### config.mk
export PLATFORM = sky130hd
export DESIGN_NAME = txs_tx_serializer
export DESIGN_NICKNAME = d
export VERILOG_FILES = /design/src/shared/txs_pkg.sv /design/src/hdl/txs_chip_seq.sv /design/src/hdl/txs_flag.sv /design/src/hdl/txs_tx_serializer.sv
export SDC_FILE = /design/constraint.sdc
export NUM_CORES = 1
export LEC_CHECK = 0
export BUFFER_PORTS_ARGS = -buffer_cell sky130_fd_sc_hd__buf_2
export CORE_MARGIN = 8
export CORE_UTILIZATION = 38
export CTS_CLUSTER_SIZE = 20
export DETAILED_ROUTE_END_ITERATION = 8
export SETUP_SLACK_MARGIN = 0.5
export SLEW_MARGIN = 20
export SYNTH_ARGS = -nofsm -noshare
export SYNTH_HDL_FRONTEND = slang
export SYNTH_SLANG_ARGS = --single-unit
### constraint.sdc
create_clock -name ref_clk -period 5.5 [get_ports ref_clk]
set_clock_uncertainty 0.05 [all_clocks]
set_input_delay 0.275 -clock ref_clk [delete_from_list [all_inputs] [get_ports ref_clk]]
set_output_delay 0.275 -clock ref_clk [all_outputs]
set_load 0.01 [all_outputs]
### src/shared/txs_pkg.sv
// Register map, field layout, reset values and counts of the transmit serializer
`default_nettype none

package txs_pkg;

   // Register indices; byte address on the bus is four times the index
   localparam logic [5:0]  IDX_CTRL      = 6'h03;
   localparam logic [5:0]  IDX_IRQ_EN    = 6'h0d;
   localparam logic [5:0]  IDX_STAT      = 6'h0e;
   localparam logic [5:0]  IDX_BYTE      = 6'h0f;
   localparam logic [5:0]  IDX_QUAL      = 6'h10;
   localparam logic [5:0]  IDX_CODE0     = 6'h11;
   localparam logic [5:0]  IDX_CODE_LAST = 6'h18;
   localparam logic [5:0]  IDX_MODE      = 6'h20;

   // Status and interrupt enable bit positions
   localparam int unsigned FLG_EMPTY     = 0;
   localparam int unsigned FLG_DONE      = 1;
   localparam int unsigned FLG_OVER      = 2;
   localparam int unsigned FLG_UNDER     = 3;
   localparam int unsigned FLG_N         = 4;

   // Control register fields
   localparam int unsigned CTRL_TX_EN    = 7;
   localparam int unsigned CTRL_RX_EN    = 6;
   localparam logic [7:0]  CTRL_MASK     = 8'hc0;

   // Reset values
   localparam logic [7:0]  CTRL_RST      = 8'h00;
   localparam logic [7:0]  IRQ_EN_RST    = 8'h00;
   localparam logic [7:0]  BYTE_RST      = 8'h00;
   localparam logic [7:0]  QUAL_RST      = 8'h00;
   localparam logic [1:0]  MODE_RST      = 2'h0;
   localparam logic [63:0] CODE_RST      = 64'h1e8b6a3de0e9b222;

   // Chips per bit and the bit value sent during an unqualified bit time
   localparam int unsigned CHIPS_FULL    = 64;
   localparam int unsigned CHIPS_HALF    = 32;
   localparam logic        PREAMBLE_BIT  = 1'b1;

   typedef enum logic [1:0] {CM_FULL64, CM_LOW32, CM_HIGH32, CM_DUAL32} txs_code_mode_type;
   typedef enum logic [1:0] {TX_OFF, TX_IDLE, TX_SHIFT} txs_tx_state_type;

endpackage : txs_pkg

`default_nettype wire

### src/hdl/txs_chip_seq.sv
// Chip position counter for one bit time of the spreading code
`default_nettype none

module txs_chip_seq
   import txs_pkg::*;
#(
   parameter int unsigned CODE_W = CHIPS_FULL     // Chips in the whole code
)
(
   input  wire logic                      ref_clk,     // System clock
   input  wire logic                      nrst,        // Asynchronous reset, active low
   input  wire logic                      run,         // Transmitter enabled
   input  wire txs_code_mode_type         mode,        // Code split mode
   output logic [$clog2(CODE_W)-1:0]      chip_idx_a,  // Code bit for channel A
   output logic [$clog2(CODE_W)-1:0]      chip_idx_b,  // Code bit for channel B
   output logic                           sym_end      // Last chip of a bit time
);

   localparam int unsigned CW = $clog2(CODE_W);

   logic [CW-1:0] cnt_r;
   logic [CW-1:0] cnt_nxt;
   logic [CW-1:0] last;

   always_comb
   begin
      last = (mode == CM_FULL64) ? CW'(CODE_W - 1) : CW'(CODE_W / 2 - 1);
      // Compare with >= so a mode change mid-bit cannot strand the counter
      sym_end = run & (cnt_r >= last);
      if (!run || sym_end)
      begin
         cnt_nxt = '0;
      end
      else
      begin
         cnt_nxt = cnt_r + 1'b1;
      end
      chip_idx_a = (mode == CM_HIGH32) ? cnt_r + CW'(CODE_W / 2) : cnt_r;
      chip_idx_b = cnt_r + CW'(CODE_W / 2);
   end

   always_ff @(posedge ref_clk or negedge nrst)
   begin
      if (!nrst)
      begin
         cnt_r <= '0;
      end
      else
      begin
         cnt_r <= cnt_nxt;
      end
   end

endmodule : txs_chip_seq

`default_nettype wire

### src/hdl/txs_flag.sv
// Sticky status flag where a set in the clearing cycle wins
`default_nettype none

module txs_flag (
   input  wire logic ref_clk,   // System clock
   input  wire logic nrst,      // Asynchronous reset, active low
   input  wire logic set,       // Event pulse
   input  wire logic clr,       // Clear pulse
   output logic      flag_r     // Sticky flag
);

   logic flag_nxt;

   always_comb
   begin
      flag_nxt = set | (flag_r & ~clr);
   end

   always_ff @(posedge ref_clk or negedge nrst)
   begin
      if (!nrst)
      begin
         flag_r <= 1'b0;
      end
      else
      begin
         flag_r <= flag_nxt;
      end
   end

endmodule : txs_flag

`default_nettype wire

### src/hdl/txs_tx_serializer.sv
// Transmit serializer with status flags, spreading code and APB registers
`default_nettype none

// Summary of operation
// - Underflow flag when next bit lacks data
// - Underflow and done only after one bit
// - Overflow flag on write over held byte
// - Done flag when byte ends, nothing waiting
// - Empty flag when held byte enters shifter
// - Writing the data register clears empty
// - Status read clears underflow, overflow, done
// - Flags set regardless of interrupt enables
// - Transmit flags read zero while disabled
// - Status register read-only, bits 7:4 reserved
// - Data sent least significant bit first
// - Valid mask qualifies each data bit
// - 64-bit code in eight bytes, reset value
// - Code used whole or as halves
// - Chips emitted upward from bit 0, or from bit 32 in high mode and on channel B
// - Per-flag enables gate the interrupt
// - Invalid bits send preamble until mask drains
module txs_tx_serializer
   import txs_pkg::*;
(
   input  wire logic        ref_clk,        // System clock, 10 MHz
   input  wire logic        nrst,           // Asynchronous reset, active low
   input  wire logic        psel,           // APB select
   input  wire logic        penable,        // APB access phase
   input  wire logic        pwrite,         // APB direction
   input  wire logic [7:0]  paddr,          // APB byte address
   input  wire logic [31:0] pwdata,         // APB write data
   input  wire logic [3:0]  pstrb,          // APB byte strobes
   output logic      [31:0] prdata,         // APB read data
   output logic             pready,         // APB ready
   output logic             pslverr,        // APB error on unmapped index
   output logic             tx_chip_a,      // Channel A chip
   output logic             tx_chip_b,      // Channel B chip, dual mode only
   output logic             tx_chip_valid,  // Chips carry a byte
   output logic             tx_dual,        // Both channels in use
   output logic             irq             // Interrupt, active high level
);

   logic [31:0]            prdata_r, prdata_nxt;
   logic                   pready_r, pready_nxt;
   logic                   pslverr_r, pslverr_nxt;
   logic [7:0]             ctrl_r, ctrl_nxt;
   logic [7:0]             irq_en_r, irq_en_nxt;
   logic [7:0]             byte_r, byte_nxt;
   logic [7:0]             qual_r, qual_nxt;
   logic [1:0]             mode_r, mode_nxt;
   logic [63:0]            code_r, code_nxt;
   logic [FLG_N-1:0]       seen_r, seen_nxt;
   txs_tx_state_type       st_r, st_nxt;
   logic [7:0]             sh_data_r, sh_data_nxt;
   logic [7:0]             sh_valid_r, sh_valid_nxt;
   logic                   hold_full_r, hold_full_nxt;
   logic                   any_r, any_nxt;
   logic                   chip_a_r, chip_a_nxt;
   logic                   chip_b_r, chip_b_nxt;
   logic                   chip_valid_r, chip_valid_nxt;
   logic                   dual_r, dual_nxt;
   logic                   irq_r, irq_nxt;
   logic [FLG_N-1:0]       flag_r, flag_set, flag_clr, flag_vis;
   logic [5:0]             idx;
   logic                   acc_first, acc_done, wr, rd_stat, wr_byte, tx_en;
   logic                   load_go, done_ev, under_ev, over_ev, sym_end, bit_a, bit_b;
   logic [31:0]            rd_val;
   logic [7:0]             sh_data_s, sh_valid_s;
   logic [5:0]             idx_a, idx_b;
   txs_code_mode_type      mode;

   function automatic logic is_mapped(input logic [5:0] i);
      is_mapped = (i == IDX_CTRL) || (i == IDX_IRQ_EN) || (i == IDX_STAT) ||
                  (i == IDX_BYTE) || (i == IDX_QUAL) || (i == IDX_MODE) ||
                  ((i >= IDX_CODE0) && (i <= IDX_CODE_LAST));
   endfunction : is_mapped

   // A zero bit sends the inverted code, a one bit the code itself
   function automatic logic chip_of(input logic code_bit, input logic data_bit);
      chip_of = code_bit ^ ~data_bit;
   endfunction : chip_of

   assign mode = txs_code_mode_type'(mode_r);
   assign tx_en = ctrl_r[CTRL_TX_EN];

   // Bus slave: one wait state, so read data is captured before any clear-on-read
   always_comb
   begin
      idx = paddr[7:2];
      acc_first = psel & penable & ~pready_r;
      acc_done = psel & penable & pready_r;
      wr = acc_done & pwrite & pstrb[0] & is_mapped(idx);
      wr_byte = wr & (idx == IDX_BYTE);
      rd_stat = acc_done & ~pwrite & (idx == IDX_STAT);
      flag_vis = tx_en ? flag_r : '0;
      rd_val = 32'h0000_0000;
      case (idx)
         IDX_CTRL:   rd_val[7:0] = ctrl_r;
         IDX_IRQ_EN: rd_val[7:0] = {4'h0, irq_en_r[3:0]};
         IDX_STAT:   rd_val[7:0] = {4'h0, flag_vis};
         IDX_BYTE:   rd_val[7:0] = byte_r;
         IDX_QUAL:   rd_val[7:0] = qual_r;
         IDX_MODE:   rd_val[1:0] = mode_r;
         default:
         begin
            if ((idx >= IDX_CODE0) && (idx <= IDX_CODE_LAST))
            begin
               rd_val[7:0] = code_r[8 * (idx - IDX_CODE0) +: 8];
            end
         end
      endcase
      pready_nxt = acc_first;
      prdata_nxt = acc_first ? rd_val : prdata_r;
      pslverr_nxt = acc_first & ~is_mapped(idx);
      seen_nxt = seen_r;
      if (acc_first && !pwrite && (idx == IDX_STAT))
      begin
         seen_nxt = flag_vis;
      end
      ctrl_nxt = ctrl_r;
      irq_en_nxt = irq_en_r;
      byte_nxt = byte_r;
      qual_nxt = qual_r;
      mode_nxt = mode_r;
      code_nxt = code_r;
      if (wr)
      begin
         case (idx)
            IDX_CTRL:   ctrl_nxt = pwdata[7:0] & CTRL_MASK;
            IDX_IRQ_EN: irq_en_nxt = {4'h0, pwdata[3:0]};
            IDX_BYTE:   byte_nxt = pwdata[7:0];
            IDX_QUAL:   qual_nxt = pwdata[7:0];
            IDX_MODE:   mode_nxt = pwdata[1:0];
            default:
            begin
               if ((idx >= IDX_CODE0) && (idx <= IDX_CODE_LAST))
               begin
                  code_nxt[8 * (idx - IDX_CODE0) +: 8] = pwdata[7:0];
               end
            end
         endcase
      end
   end

   always_ff @(posedge ref_clk or negedge nrst)
   begin
      if (!nrst)
      begin
         prdata_r <= 32'h0000_0000;
         pready_r <= 1'b0;
         pslverr_r <= 1'b0;
         seen_r <= '0;
         ctrl_r <= CTRL_RST;
         irq_en_r <= IRQ_EN_RST;
         byte_r <= BYTE_RST;
         qual_r <= QUAL_RST;
         mode_r <= MODE_RST;
         code_r <= CODE_RST;
      end
      else
      begin
         prdata_r <= prdata_nxt;
         pready_r <= pready_nxt;
         pslverr_r <= pslverr_nxt;
         seen_r <= seen_nxt;
         ctrl_r <= ctrl_nxt;
         irq_en_r <= irq_en_nxt;
         byte_r <= byte_nxt;
         qual_r <= qual_nxt;
         mode_r <= mode_nxt;
         code_r <= code_nxt;
      end
   end

   txs_chip_seq #(
      .CODE_W     (CHIPS_FULL)
   ) u_chip_seq (
      .ref_clk    (ref_clk),
      .nrst       (nrst),
      .run        (tx_en),
      .mode       (mode),
      .chip_idx_a (idx_a),
      .chip_idx_b (idx_b),
      .sym_end    (sym_end)
   );

   // Transmitter; loading waits a bit time if the host writes in that cycle
   always_comb
   begin
      st_nxt = st_r;
      sh_data_nxt = sh_data_r;
      sh_valid_nxt = sh_valid_r;
      any_nxt = any_r;
      load_go = 1'b0;
      done_ev = 1'b0;
      under_ev = 1'b0;
      over_ev = tx_en & wr_byte & hold_full_r;
      if (mode == CM_DUAL32)
      begin
         sh_data_s = {2'b00, sh_data_r[7:2]};
         sh_valid_s = {2'b00, sh_valid_r[7:2]};
      end
      else
      begin
         sh_data_s = {1'b0, sh_data_r[7:1]};
         sh_valid_s = {1'b0, sh_valid_r[7:1]};
      end
      case (st_r)
         TX_OFF:
         begin
            any_nxt = 1'b0;
            if (tx_en)
            begin
               st_nxt = TX_IDLE;
            end
         end
         TX_IDLE:
         begin
            if (!tx_en)
            begin
               st_nxt = TX_OFF;
            end
            else if (sym_end)
            begin
               if (hold_full_r && !wr_byte)
               begin
                  load_go = 1'b1;
                  st_nxt = TX_SHIFT;
               end
               else
               begin
                  under_ev = any_r;
               end
            end
         end
         TX_SHIFT:
         begin
            if (!tx_en)
            begin
               st_nxt = TX_OFF;
               sh_valid_nxt = '0;
            end
            else if (sym_end)
            begin
               any_nxt = 1'b1;
               sh_data_nxt = sh_data_s;
               sh_valid_nxt = sh_valid_s;
               if (sh_valid_s == 8'h00)
               begin
                  if (hold_full_r && !wr_byte)
                  begin
                     load_go = 1'b1;
                  end
                  else
                  begin
                     done_ev = 1'b1;
                     st_nxt = TX_IDLE;
                  end
               end
            end
         end
         default:
         begin
            st_nxt = TX_OFF;
         end
      endcase
      if (load_go)
      begin
         sh_data_nxt = byte_r;
         sh_valid_nxt = qual_r;
      end
      hold_full_nxt = wr_byte | (hold_full_r & ~load_go);
      bit_a = sh_valid_r[0] ? sh_data_r[0] : PREAMBLE_BIT;
      bit_b = sh_valid_r[1] ? sh_data_r[1] : PREAMBLE_BIT;
      chip_a_nxt = chip_of(code_r[idx_a], bit_a);
      chip_b_nxt = (mode == CM_DUAL32) & chip_of(code_r[idx_b], bit_b);
      // Follows the state one cycle late so it frames the registered chips exactly
      chip_valid_nxt = (st_r == TX_SHIFT) && tx_en;
      dual_nxt = (mode == CM_DUAL32);
   end

   always_ff @(posedge ref_clk or negedge nrst)
   begin
      if (!nrst)
      begin
         st_r <= TX_OFF;
         sh_data_r <= 8'h00;
         sh_valid_r <= 8'h00;
         hold_full_r <= 1'b0;
         any_r <= 1'b0;
         chip_a_r <= 1'b0;
         chip_b_r <= 1'b0;
         chip_valid_r <= 1'b0;
         dual_r <= 1'b0;
      end
      else
      begin
         st_r <= st_nxt;
         sh_data_r <= sh_data_nxt;
         sh_valid_r <= sh_valid_nxt;
         hold_full_r <= hold_full_nxt;
         any_r <= any_nxt;
         chip_a_r <= chip_a_nxt;
         chip_b_r <= chip_b_nxt;
         chip_valid_r <= chip_valid_nxt;
         dual_r <= dual_nxt;
      end
   end

   // Flags and interrupt; only bits that a read actually returned are cleared
   always_comb
   begin
      flag_set = '0;
      flag_set[FLG_EMPTY] = load_go;
      flag_set[FLG_DONE] = done_ev;
      flag_set[FLG_OVER] = over_ev;
      flag_set[FLG_UNDER] = under_ev;
      flag_clr = {FLG_N{~tx_en}} | ({FLG_N{rd_stat}} & seen_r & 4'b1110);
      flag_clr[FLG_EMPTY] = ~tx_en | wr_byte;
      irq_nxt = tx_en & (|(flag_r & irq_en_r[3:0]));
   end

   for (genvar g = 0; g < FLG_N; g++)
   begin : g_flag
      txs_flag u_flag (
         .ref_clk (ref_clk),
         .nrst    (nrst),
         .set     (flag_set[g]),
         .clr     (flag_clr[g]),
         .flag_r  (flag_r[g])
      );
   end

   always_ff @(posedge ref_clk or negedge nrst)
   begin
      if (!nrst)
      begin
         irq_r <= 1'b0;
      end
      else
      begin
         irq_r <= irq_nxt;
      end
   end

   assign prdata = prdata_r;
   assign pready = pready_r;
   assign pslverr = pslverr_r;
   assign tx_chip_a = chip_a_r;
   assign tx_chip_b = chip_b_r;
   assign tx_chip_valid = chip_valid_r;
   assign tx_dual = dual_r;
   assign irq = irq_r;
endmodule : txs_tx_serializer

`default_nettype wire

# After elaboration in Yosys (flattened, before gate mapping)
# Index checks and enable logic that the tools add are counted.
dict set report word_totals {
  n_memories 0
  ram_bits 0
  register_bits 137
  romBits 0
  out_inout_bits 39
  latch_bits 0
}
dict set report classes {
  n_addsub 4
  n_eq_ne 19
  bitwise 43
  multipliers 0
  n_lt_le_gt_ge 5
  n_div 0
  muxes 52
  reduce_logical 34
  shifts 3
}
# cell count
set op_table {}
lappend op_table {{8-bit two-way mux} 9}
lappend op_table {{64-bit bitwise mux} 1}
lappend op_table {{8-bit by 34-bit variable shift with 64-bit output (first input constant)} 1}
lappend op_table {{64-bit by 33-bit indexed part select with 8-bit output} 1}
lappend op_table {{8-bit by 34-bit indexed part select with 64-bit output} 1}
lappend op_table {{6-bit case mux with 6 select lines} 1}
lappend op_table {{32-bit negation with 34-bit output} 1}
lappend op_table {{1-bit two-way mux} 21}
lappend op_table {{1-bit bitwise AND} 20}
lappend op_table {{6-bit by 4-bit == test with 1-bit output (second input constant)} 3}
lappend op_table {{6-bit two-way mux} 3}
lappend op_table {{2-bit two-way mux} 8}
lappend op_table {{3-bit != test (second input constant)} 5}
lappend op_table {{6-bit by 7-bit less-than comparator with 1-bit output (second input constant)} 2}
lappend op_table {{7-bit two-way mux} 2}
lappend op_table {{1-bit binary-select mux with 6-bit select} 2}
lappend op_table {{1-bit NOT} 12}
lappend op_table {{2-bit case mux with 6 select lines} 1}
lappend op_table {{2-bit AND reduction} 6}
lappend op_table {{3-bit AND reduction} 3}
lappend op_table {{4-bit bitwise AND} 2}
lappend op_table {{8-bit logical NOT} 1}
lappend op_table {{2-bit nonzero test} 4}
lappend op_table {{1-bit logical OR} 7}
lappend op_table {{25 further kinds} 43}

# Longest topological paths before layout
# Gate-level depths: netlist of run 1.
dict set report depth {
  ltp_word 19
  mapped_depth 17
  ltp_nobuf 14
}

# Hierarchy
# Synthesis of run 1 repeated with hierarchy kept, for this count alone.
dict set report hier_totals {
  cells_unflattened 787
  hier_area_um2 8946.1
}
# module seq_area_each_um2 cells_each area_each_um2 instances
set modules_own_cells {}
lappend modules_own_cells {txs_tx_serializer 3191.8 733 8409.3 1}
lappend modules_own_cells {txs_chip_seq 150.1 42 391.6 1}
lappend modules_own_cells {txs_flag 25.0 3 36.3 4}

# Worst setup path before layout of run 1
# Ideal clock, no wire load.
dict set report synth_path {
  path_kind {in2reg}
  from {in paddr[2]}
  to {reg code_r[10]}
  t_arrival_ps 4492
  slack_ps 833
  t_required_ps 5325
  cell_stages 14
  setup_time_ps 125
  path_cell_list {buf_2 -> buf_1 -> inv_1 -> ha_1 -> clkbuf_1 -> clkbuf_1 -> nand3_1 -> ha_1 -> nor4b_1 -> nand3_1 -> or4b_1 -> buf_2 -> nor4_4 -> mux2_2}
}
dict set report synth_between {
  elab_chain_cells 9
}
# element line_no
set synth_rtl {}
lappend synth_rtl {{start, declared} txs_tx_serializer.sv:30} ;# input wire logic [7:0] paddr,
lappend synth_rtl {{branches (longest 9 deep; another with 32-bit negation with 34-bit output)} -}
lappend synth_rtl {{end signal, assigned} txs_tx_serializer.sv:171} ;# code_r <= code_nxt;
lappend synth_rtl {{end, declared} txs_tx_serializer.sv:51} ;# logic [63:0] code_r, code_nxt;
# Several ways; the timed one is not identified.
# A chain may end at the register's enable or synchronous reset.

# Final worst setup path of run 1
dict set report layout_path {
  from {in paddr[3]}
  to {reg code_r[47]}
}
# The elaborated chain is that of the path after synthesis.

==> results of run 1 <==
## final cells by class
cell class                 count  area, µm²  share of cell area, %
multi-input combinational    464       4036                  46.65
sequential                   136       3442                  39.78
clock buffer                  23      457.9                  5.292
tap                          270      337.8                  3.904
timing repair buffer          43      246.5                  2.848
clock inverter                 9      76.32                 0.8820
inverter                      15      56.30                 0.6507
## worst max path at each step
stage                                        end  slack, ns  cells past startpoint
after global placement    code_r[47]$_DFFE_PN0P_       1.23                     13
final                     code_r[47]$_DFFE_PN0P_       1.43                     13
after global routing      code_r[47]$_DFFE_PN0P_       1.11                     13
after detailed placement  code_r[40]$_DFFE_PN0P_       1.05                     13
after CTS                 code_r[40]$_DFFE_PN0P_       1.48                     13
after floorplan           code_r[10]$_DFFE_PN0P_       0.83                     14
## worst max-delay path: stages
cell and delay (ns):
buf_2 0.13, inv_1 0.10, ha_1 0.30, nor2_1 0.16, nand2_1 0.07, a21oi_1 0.41, nand2_1 0.17, ha_1 0.32
nor4b_1 0.35, nand3_1 0.14, or4b_1 0.80, nor4_4 0.69, mux2_2 0.40
## metrics by stage
step	setup WS, ns	cell area [µm²]	utilization (%)	power [W]
2_1_floorplan	0.8335	7836	-	0.001563
3_3_place_gp	1.226	8109	40.33	0.001684
3_5_place_dp	1.053	8109	40.33	0.001702
4_1_cts	1.483	8653	43.04	0.002754
5_1_grt	1.113	8653	43.04	0.002860
6_report	1.427	8653	43.04	0.002730
## layer usage
layer	track usage [%]	wire length, µm
met1	18.59	7956
met2	26.28	9583
met3	3.387	966
met4	4.372	229
met5	0	0
## state kept, by name, indices dropped and copies added (netlist names), 2 cells and up
register,flops
byte_r,8
code_r,64
ctrl_r,2
g_flag.u_flag.flag_r,4
irq_en_r,4
mode,2
prdata,8
qual_r,8
seen_r,3
sh_data_r,8
sh_valid_r,8
st_r,2
u_chip_seq.cnt_r,6
## kinds of logic after synthesis
logic type | after synthesis | share of synthesized area, %
AND/OR/NAND/NOR | 162 | 11.51
multiplexers | 144 | 25.90
flip-flops | 136 | 44.41
AO/OA/AOI/OAI | 99 | 8.492
buffers and inverters | 69 | 4.617
adder cells (fa/ha/maj) | 20 | 3.229
XOR/XNOR | 15 | 1.792
other | 1 | 0.04839
## cells in the final DEF, fill, tap and decap left out, drive strengths merged, types with 7 or more instances in the layout
cell type	count
mux2i	16
mux4	36
ha	20
dfstp	31
nor2	29
conb	24
clkinv	8
xnor2	11
nand3	15
nor3	8
buf	42
o21ai	23
inv	14
a22oi	7
nand2	56
a21oi	26
and2	13
mux2	92
a22o	8
clkbuf	23
dfrtp	105
## power breakdown
group          total (W)  internal (W)  switching, W  leakage [nW]
logic           0.000500      0.000219      0.000281          1.86
registers        0.00118       0.00108      0.000103          1.70
clock network    0.00105      0.000628      0.000417         0.264
==> flow_metrics.tcl, run 1 <==
set metrics [dict create \
    drtAntennaViolNets 0 \
    setup_viol 0 \
    dp_cells 927 \
    synth-edff-count 0 \
    die_area_um2 25220 \
    clock_latency_ns 0.42 \
    critical_path_class "input port to flop" \
    synth-seq-area-share_pct 44.41 \
    cts-root-buf "clkbuf_16" \
    final_hold_viol_count 0 \
    yosysUniqueCellTypes 59 \
    fin_crit_sh_pct 74.06 \
    whs_endpoint "qual_r[4]$_DFFE_PN0P_" \
    synth-seq-cells 136 \
    diodes 0 \
    cts_tree "done" \
    min_from "pwdata[4]" \
    clock_sinks 136 \
    grt_pass1_vias 5619 \
    startpoint_type "input port" \
    grt_use_total_pct 15.17 \
    synth_area_per_cell_um2 12.00 \
    antenna_found_initial 0 \
    fmax_mhz 245.5 \
    area.growth.synth_to_final_pct 11.66 \
    ys.flop_type "dfrtp_1" \
    cts_buffers 17 \
    drv_slew 0 \
    worst_slew_pin_slew_ns 0.9519 \
    outcome "complete, no violations" \
    clk_pin_slew_ns 0.06 \
    fin_crit_ns 4.073 \
    ys_warn_count 0 \
    crit_fanout 8 \
    worst_setup_path_end_kind "flop" \
    cap_violations 0 \
    reg2reg_from "u_chip_seq.cnt_r[0]$_DFF_PN0_" \
    firstDrtPassIters 5 \
    synth.area.top_cells "dfrtp_1 34%, mux2_2 13%, dfstp_2 11%" \
    wl_per_cell_um 19.52 \
    yosysTopAreaCellShare_pct 33.90 \
    synth_area_um2 7750 \
    cts_max_path_buffers 2 \
    finalNonFillerCells 960 \
    viasPerCell 5.515 \
    overflow 0 \
    r2r_end "sh_valid_r[5]$_DFFE_PN0P_" \
    htreeDepth 4 \
    holdWs_ns 0.1028 \
    port_buffers 34 \
    drive_gt1_share_pct 35.07 \
    synth_common_cells "105 x dfrtp_1, 92 x mux2_2, 56 x nand2_1" \
    drt_iter0_drc 340 \
    max_slew_margin_pct 36.54 \
    drc_errors 0 \
    num_rows 52 \
    worstRegToRegCells 8 \
    min_path_type "input port to flop" \
    dp_hpwl_mm 13.82 \
    nets 746 \
    p_leak_nw 3.819 \
    grt_first_pass_wirelength_mm 30.88 \
    required_ns 5.75 \
    arrival_ns 4.33 \
    cts_hold_buf 1 \
    synthArstFlopShare_pct 100.0 \
    postCtsSetupBuffers 0 \
    crit_path_start "paddr[3]" \
    rsz0062_at_grt "false" \
    globalplace.congestion 0.8311 \
    grt_max_degree 72 \
    drt_wl_total_mm 18.74 \
    holdPathStages 2 \
    die_w_um 158.8 \
    fin_setup_tns_ns 0 \
    peakVddDrop_mv 0.2279 \
    synth_area_leader_cell "dfrtp_1" \
    p_per_area_nw_per_um2 315.5 \
    vias 5294 \
    io_pins 88 \
    start_util_pct 38.55 \
    dieHeight_um 158.8 \
    coreArea_um2 20100 \
    synthCells 646 \
    cts_resized 0 \
    yosysMostFrequentCell "dfrtp_1" \
    fillers 1840 \
    r2r_slack_ns 1.87 \
]
(Power assumes the default switching activity.)
==> run 2: changes to the inputs <==
==> constraint.sdc (replaced) <==
create_clock -name ref_clk -period 3.47 [get_ports ref_clk]
set_clock_uncertainty 0.05 [all_clocks]
set_input_delay 0.1735 -clock ref_clk [delete_from_list [all_inputs] [get_ports ref_clk]]
set_output_delay 0.1735 -clock ref_clk [all_outputs]
set_load 0.01 [all_outputs]
==> flow_metrics.tcl, run 2 (same netlist as run 1, synthesis figures left out) <==
set metrics [dict create \
    grt_first_pass_wirelength_mm 32.66 \
    dieHeight_um 158.8 \
    antenna_found_initial 0 \
    p_comb_share_pct 19.8 \
    drtAntennaViolNets 0 \
    whs_endpoint "code_r[3]$_DFFE_PN0P_" \
    setup_ws_ns 0.5571 \
    max_slew_margin_pct 42.55 \
    grt_use_total_pct 16.09 \
    cts_buffers 17 \
    r2r_slack_ns 0.64 \
    crit_chain "buf_12, clkinv_8, ha_4, nor2_4, nand2_2, a21oi_4, nand3_2, ha_4, nor4b_4, nand3_1, or4b_4, buf_8, buf_6, nor4_4, buf_12, mux2_4" \
    top_layer "met4" \
    min_path_type "input port to flop" \
    setup_viol 0 \
    final_common_cell "dfrtp_1" \
    coreArea_um2 20100 \
    fin_crit_ns 2.913 \
    most-common-layout-cells "105 x dfrtp_1, 63 x mux2_4, 54 x nand2_1, 36 x mux4_2" \
    startpoint_type "input port" \
    crit_slowest_cell "or4b_4" \
    diodes 0 \
    clk_pin_slew_ns 0.06 \
    holdPathStages 2 \
    met1_length_mm 8.596 \
    slowest_delay_ns 0.51 \
    drt_wl_total_mm 19.94 \
    p_switching_w 0.001307 \
    cts_max_path_buffers 2 \
    fin_crit_sh_pct 83.94 \
    worst_setup_path_end_kind "flop" \
    pwr-share-clk_pct 38.3 \
    port_buffers 34 \
    worstRegToRegCells 9 \
    dp_cells 957 \
    arrival_ns 3.16 \
    grt_pass1_vias 5753 \
    fillers 1762 \
    viasPerCell 5.478 \
    die_area_um2 25220 \
    cts-root-buf "clkbuf_16" \
    p_per_area_nw_per_um2 467.1 \
    peakVddDrop_mv 0.3223 \
    area.growth.synth_to_final_pct 22.89 \
    drt_iter0_drc 384 \
    rsz0062_at_grt "true" \
    start_util_pct 38.55 \
    fmax_mhz 343.3 \
    worst_slew_pin_slew_ns 0.8618 \
    p_leak_nw 4.139 \
    grt_max_degree 94 \
    top_register "code_r" \
    drc_errors 0 \
    die_w_um 158.8 \
    nets 782 \
    seqPwrFrac_pct 41.9 \
    holdWs_ns 0.04860 \
    drv_slew 0 \
    finalNonFillerCells 996 \
    dp_hpwl_mm 14.40 \
    overflow 0 \
    clock_latency_ns 0.42 \
    cts_tree "done" \
    netSwitchingFraction_pct 29.37 \
    clock_sinks 136 \
    outcome "complete, no violations" \
    firstDrtPassIters 5 \
    dpl_worst_slack_ns -0.1513 \
    r2r_end "code_r[38]$_DFFE_PN0P_" \
    largest_register_ffs 64 \
    reg2reg_from "pready$_DFF_PN0_" \
    dr_wl_met3_um 858 \
    critical_path_class "input port to flop" \
    htreeDepth 4 \
    min_from "pwdata[3]" \
    wl_per_cell_um 20.02 \
    io_pins 88 \
    intPower_w 0.003142 \
    required_ns 3.72 \
    route.met2.wl_mm 10.30 \
    globalplace.congestion 0.8433 \
    crit_fanout 8 \
    final_hold_viol_count 0 \
    cap_violations 0 \
    vias 5456 \
    num_rows 52 \
    drive_gt1_share_pct 41.32 \
]
run 2: changes by cell type in the layout (fill, tap and decap cells not counted), moves of 3 or more:
cell	before	now
mux2_2	92	29
mux2_4	0	63
buf_4	8	31
buf_12	0	9
ha_1	20	12
ha_4	0	8
buf_6	1	4
nand3_1	15	12
nand3_2	0	3
run 2: layout make-up:
| class | instances | area [µm²] | share of cell area, % |
|---|---|---|---|
| multi-input combinational | 464 | 4459 | 46.82 |
| timing repair buffer | 79 | 658.1 | 6.910 |
| tap | 270 | 337.8 | 3.547 |
| sequential | 136 | 3442 | 36.14 |
| clock inverter | 8 | 71.32 | 0.7488 |
| clock buffer | 24 | 481.7 | 5.058 |
| inverter | 15 | 73.82 | 0.7751 |
run 2: per-layer routing:
layer	global-route usage, %	vias to the layer above
li1	-	2471
met1	20.20	2835
met5	0	-
met3	3.930	13
met4	3.680	0
met2	27.45	137
run 2: worst max path at each step:
| stage | start | endpoint | slack, ns | depth (start not counted) |
|---|---|---|---|---|
| after global placement | paddr[2] | code_r[39]$_DFFE_PN0P_ | 0.02 | 14 |
| after floorplan | paddr[2] | code_r[33]$_DFFE_PN0P_ | -0.18 | 16 |
| after CTS | paddr[3] | code_r[17]$_DFFE_PN0P_ | 0.51 | 16 |
| after global routing | paddr[2] | code_r[42]$_DFFE_PN0P_ | 0.47 | 16 |
| final | paddr[2] | code_r[38]$_DFFE_PN0P_ | 0.56 | 16 |
| after detailed placement | paddr[2] | code_r[39]$_DFFE_PN0P_ | -0.15 | 14 |
run 2: power by group through the flow:
stage               registers [W]  logic, W  clock network, W
global placement          0.00188  0.000827                 0
detailed placement        0.00189  0.000855                 0
global route              0.00188  0.000972           0.00181
floorplan                 0.00182  0.000677                 0
CTS                       0.00187  0.000882           0.00173
finish                    0.00187  0.000880           0.00170
run 2: critical path: cells and delay by family:
kind	cells	cell delay, ns
AO/OA/AOI/OAI	1	0.24
adder cells (fa/ha/maj)	2	0.46
buffers and inverters	5	0.58
multiplexers	1	0.30
AND/OR/NAND/NOR	7	1.40
run 2: per-stage QoR:
stage	cell area, µm²	TNS [ns]	utilization, %	total power (W)
floorplan	8188	-1.587	-	0.002499
global placement	8717	0	43.36	0.002708
detailed placement	8717	-2.788	43.36	0.002745
CTS	9463	0	47.07	0.004476
global route	9524	0	47.37	0.004665
finish	9524	0	47.37	0.004449
run 2: repair_timing:
action	CTS	global route
pin swaps	9	3
hold buffers	3	0
setup endpoints to repair	56	49
resized for setup	23	13
setup buffers	3	1
endpoints found under the hold margin	84	0
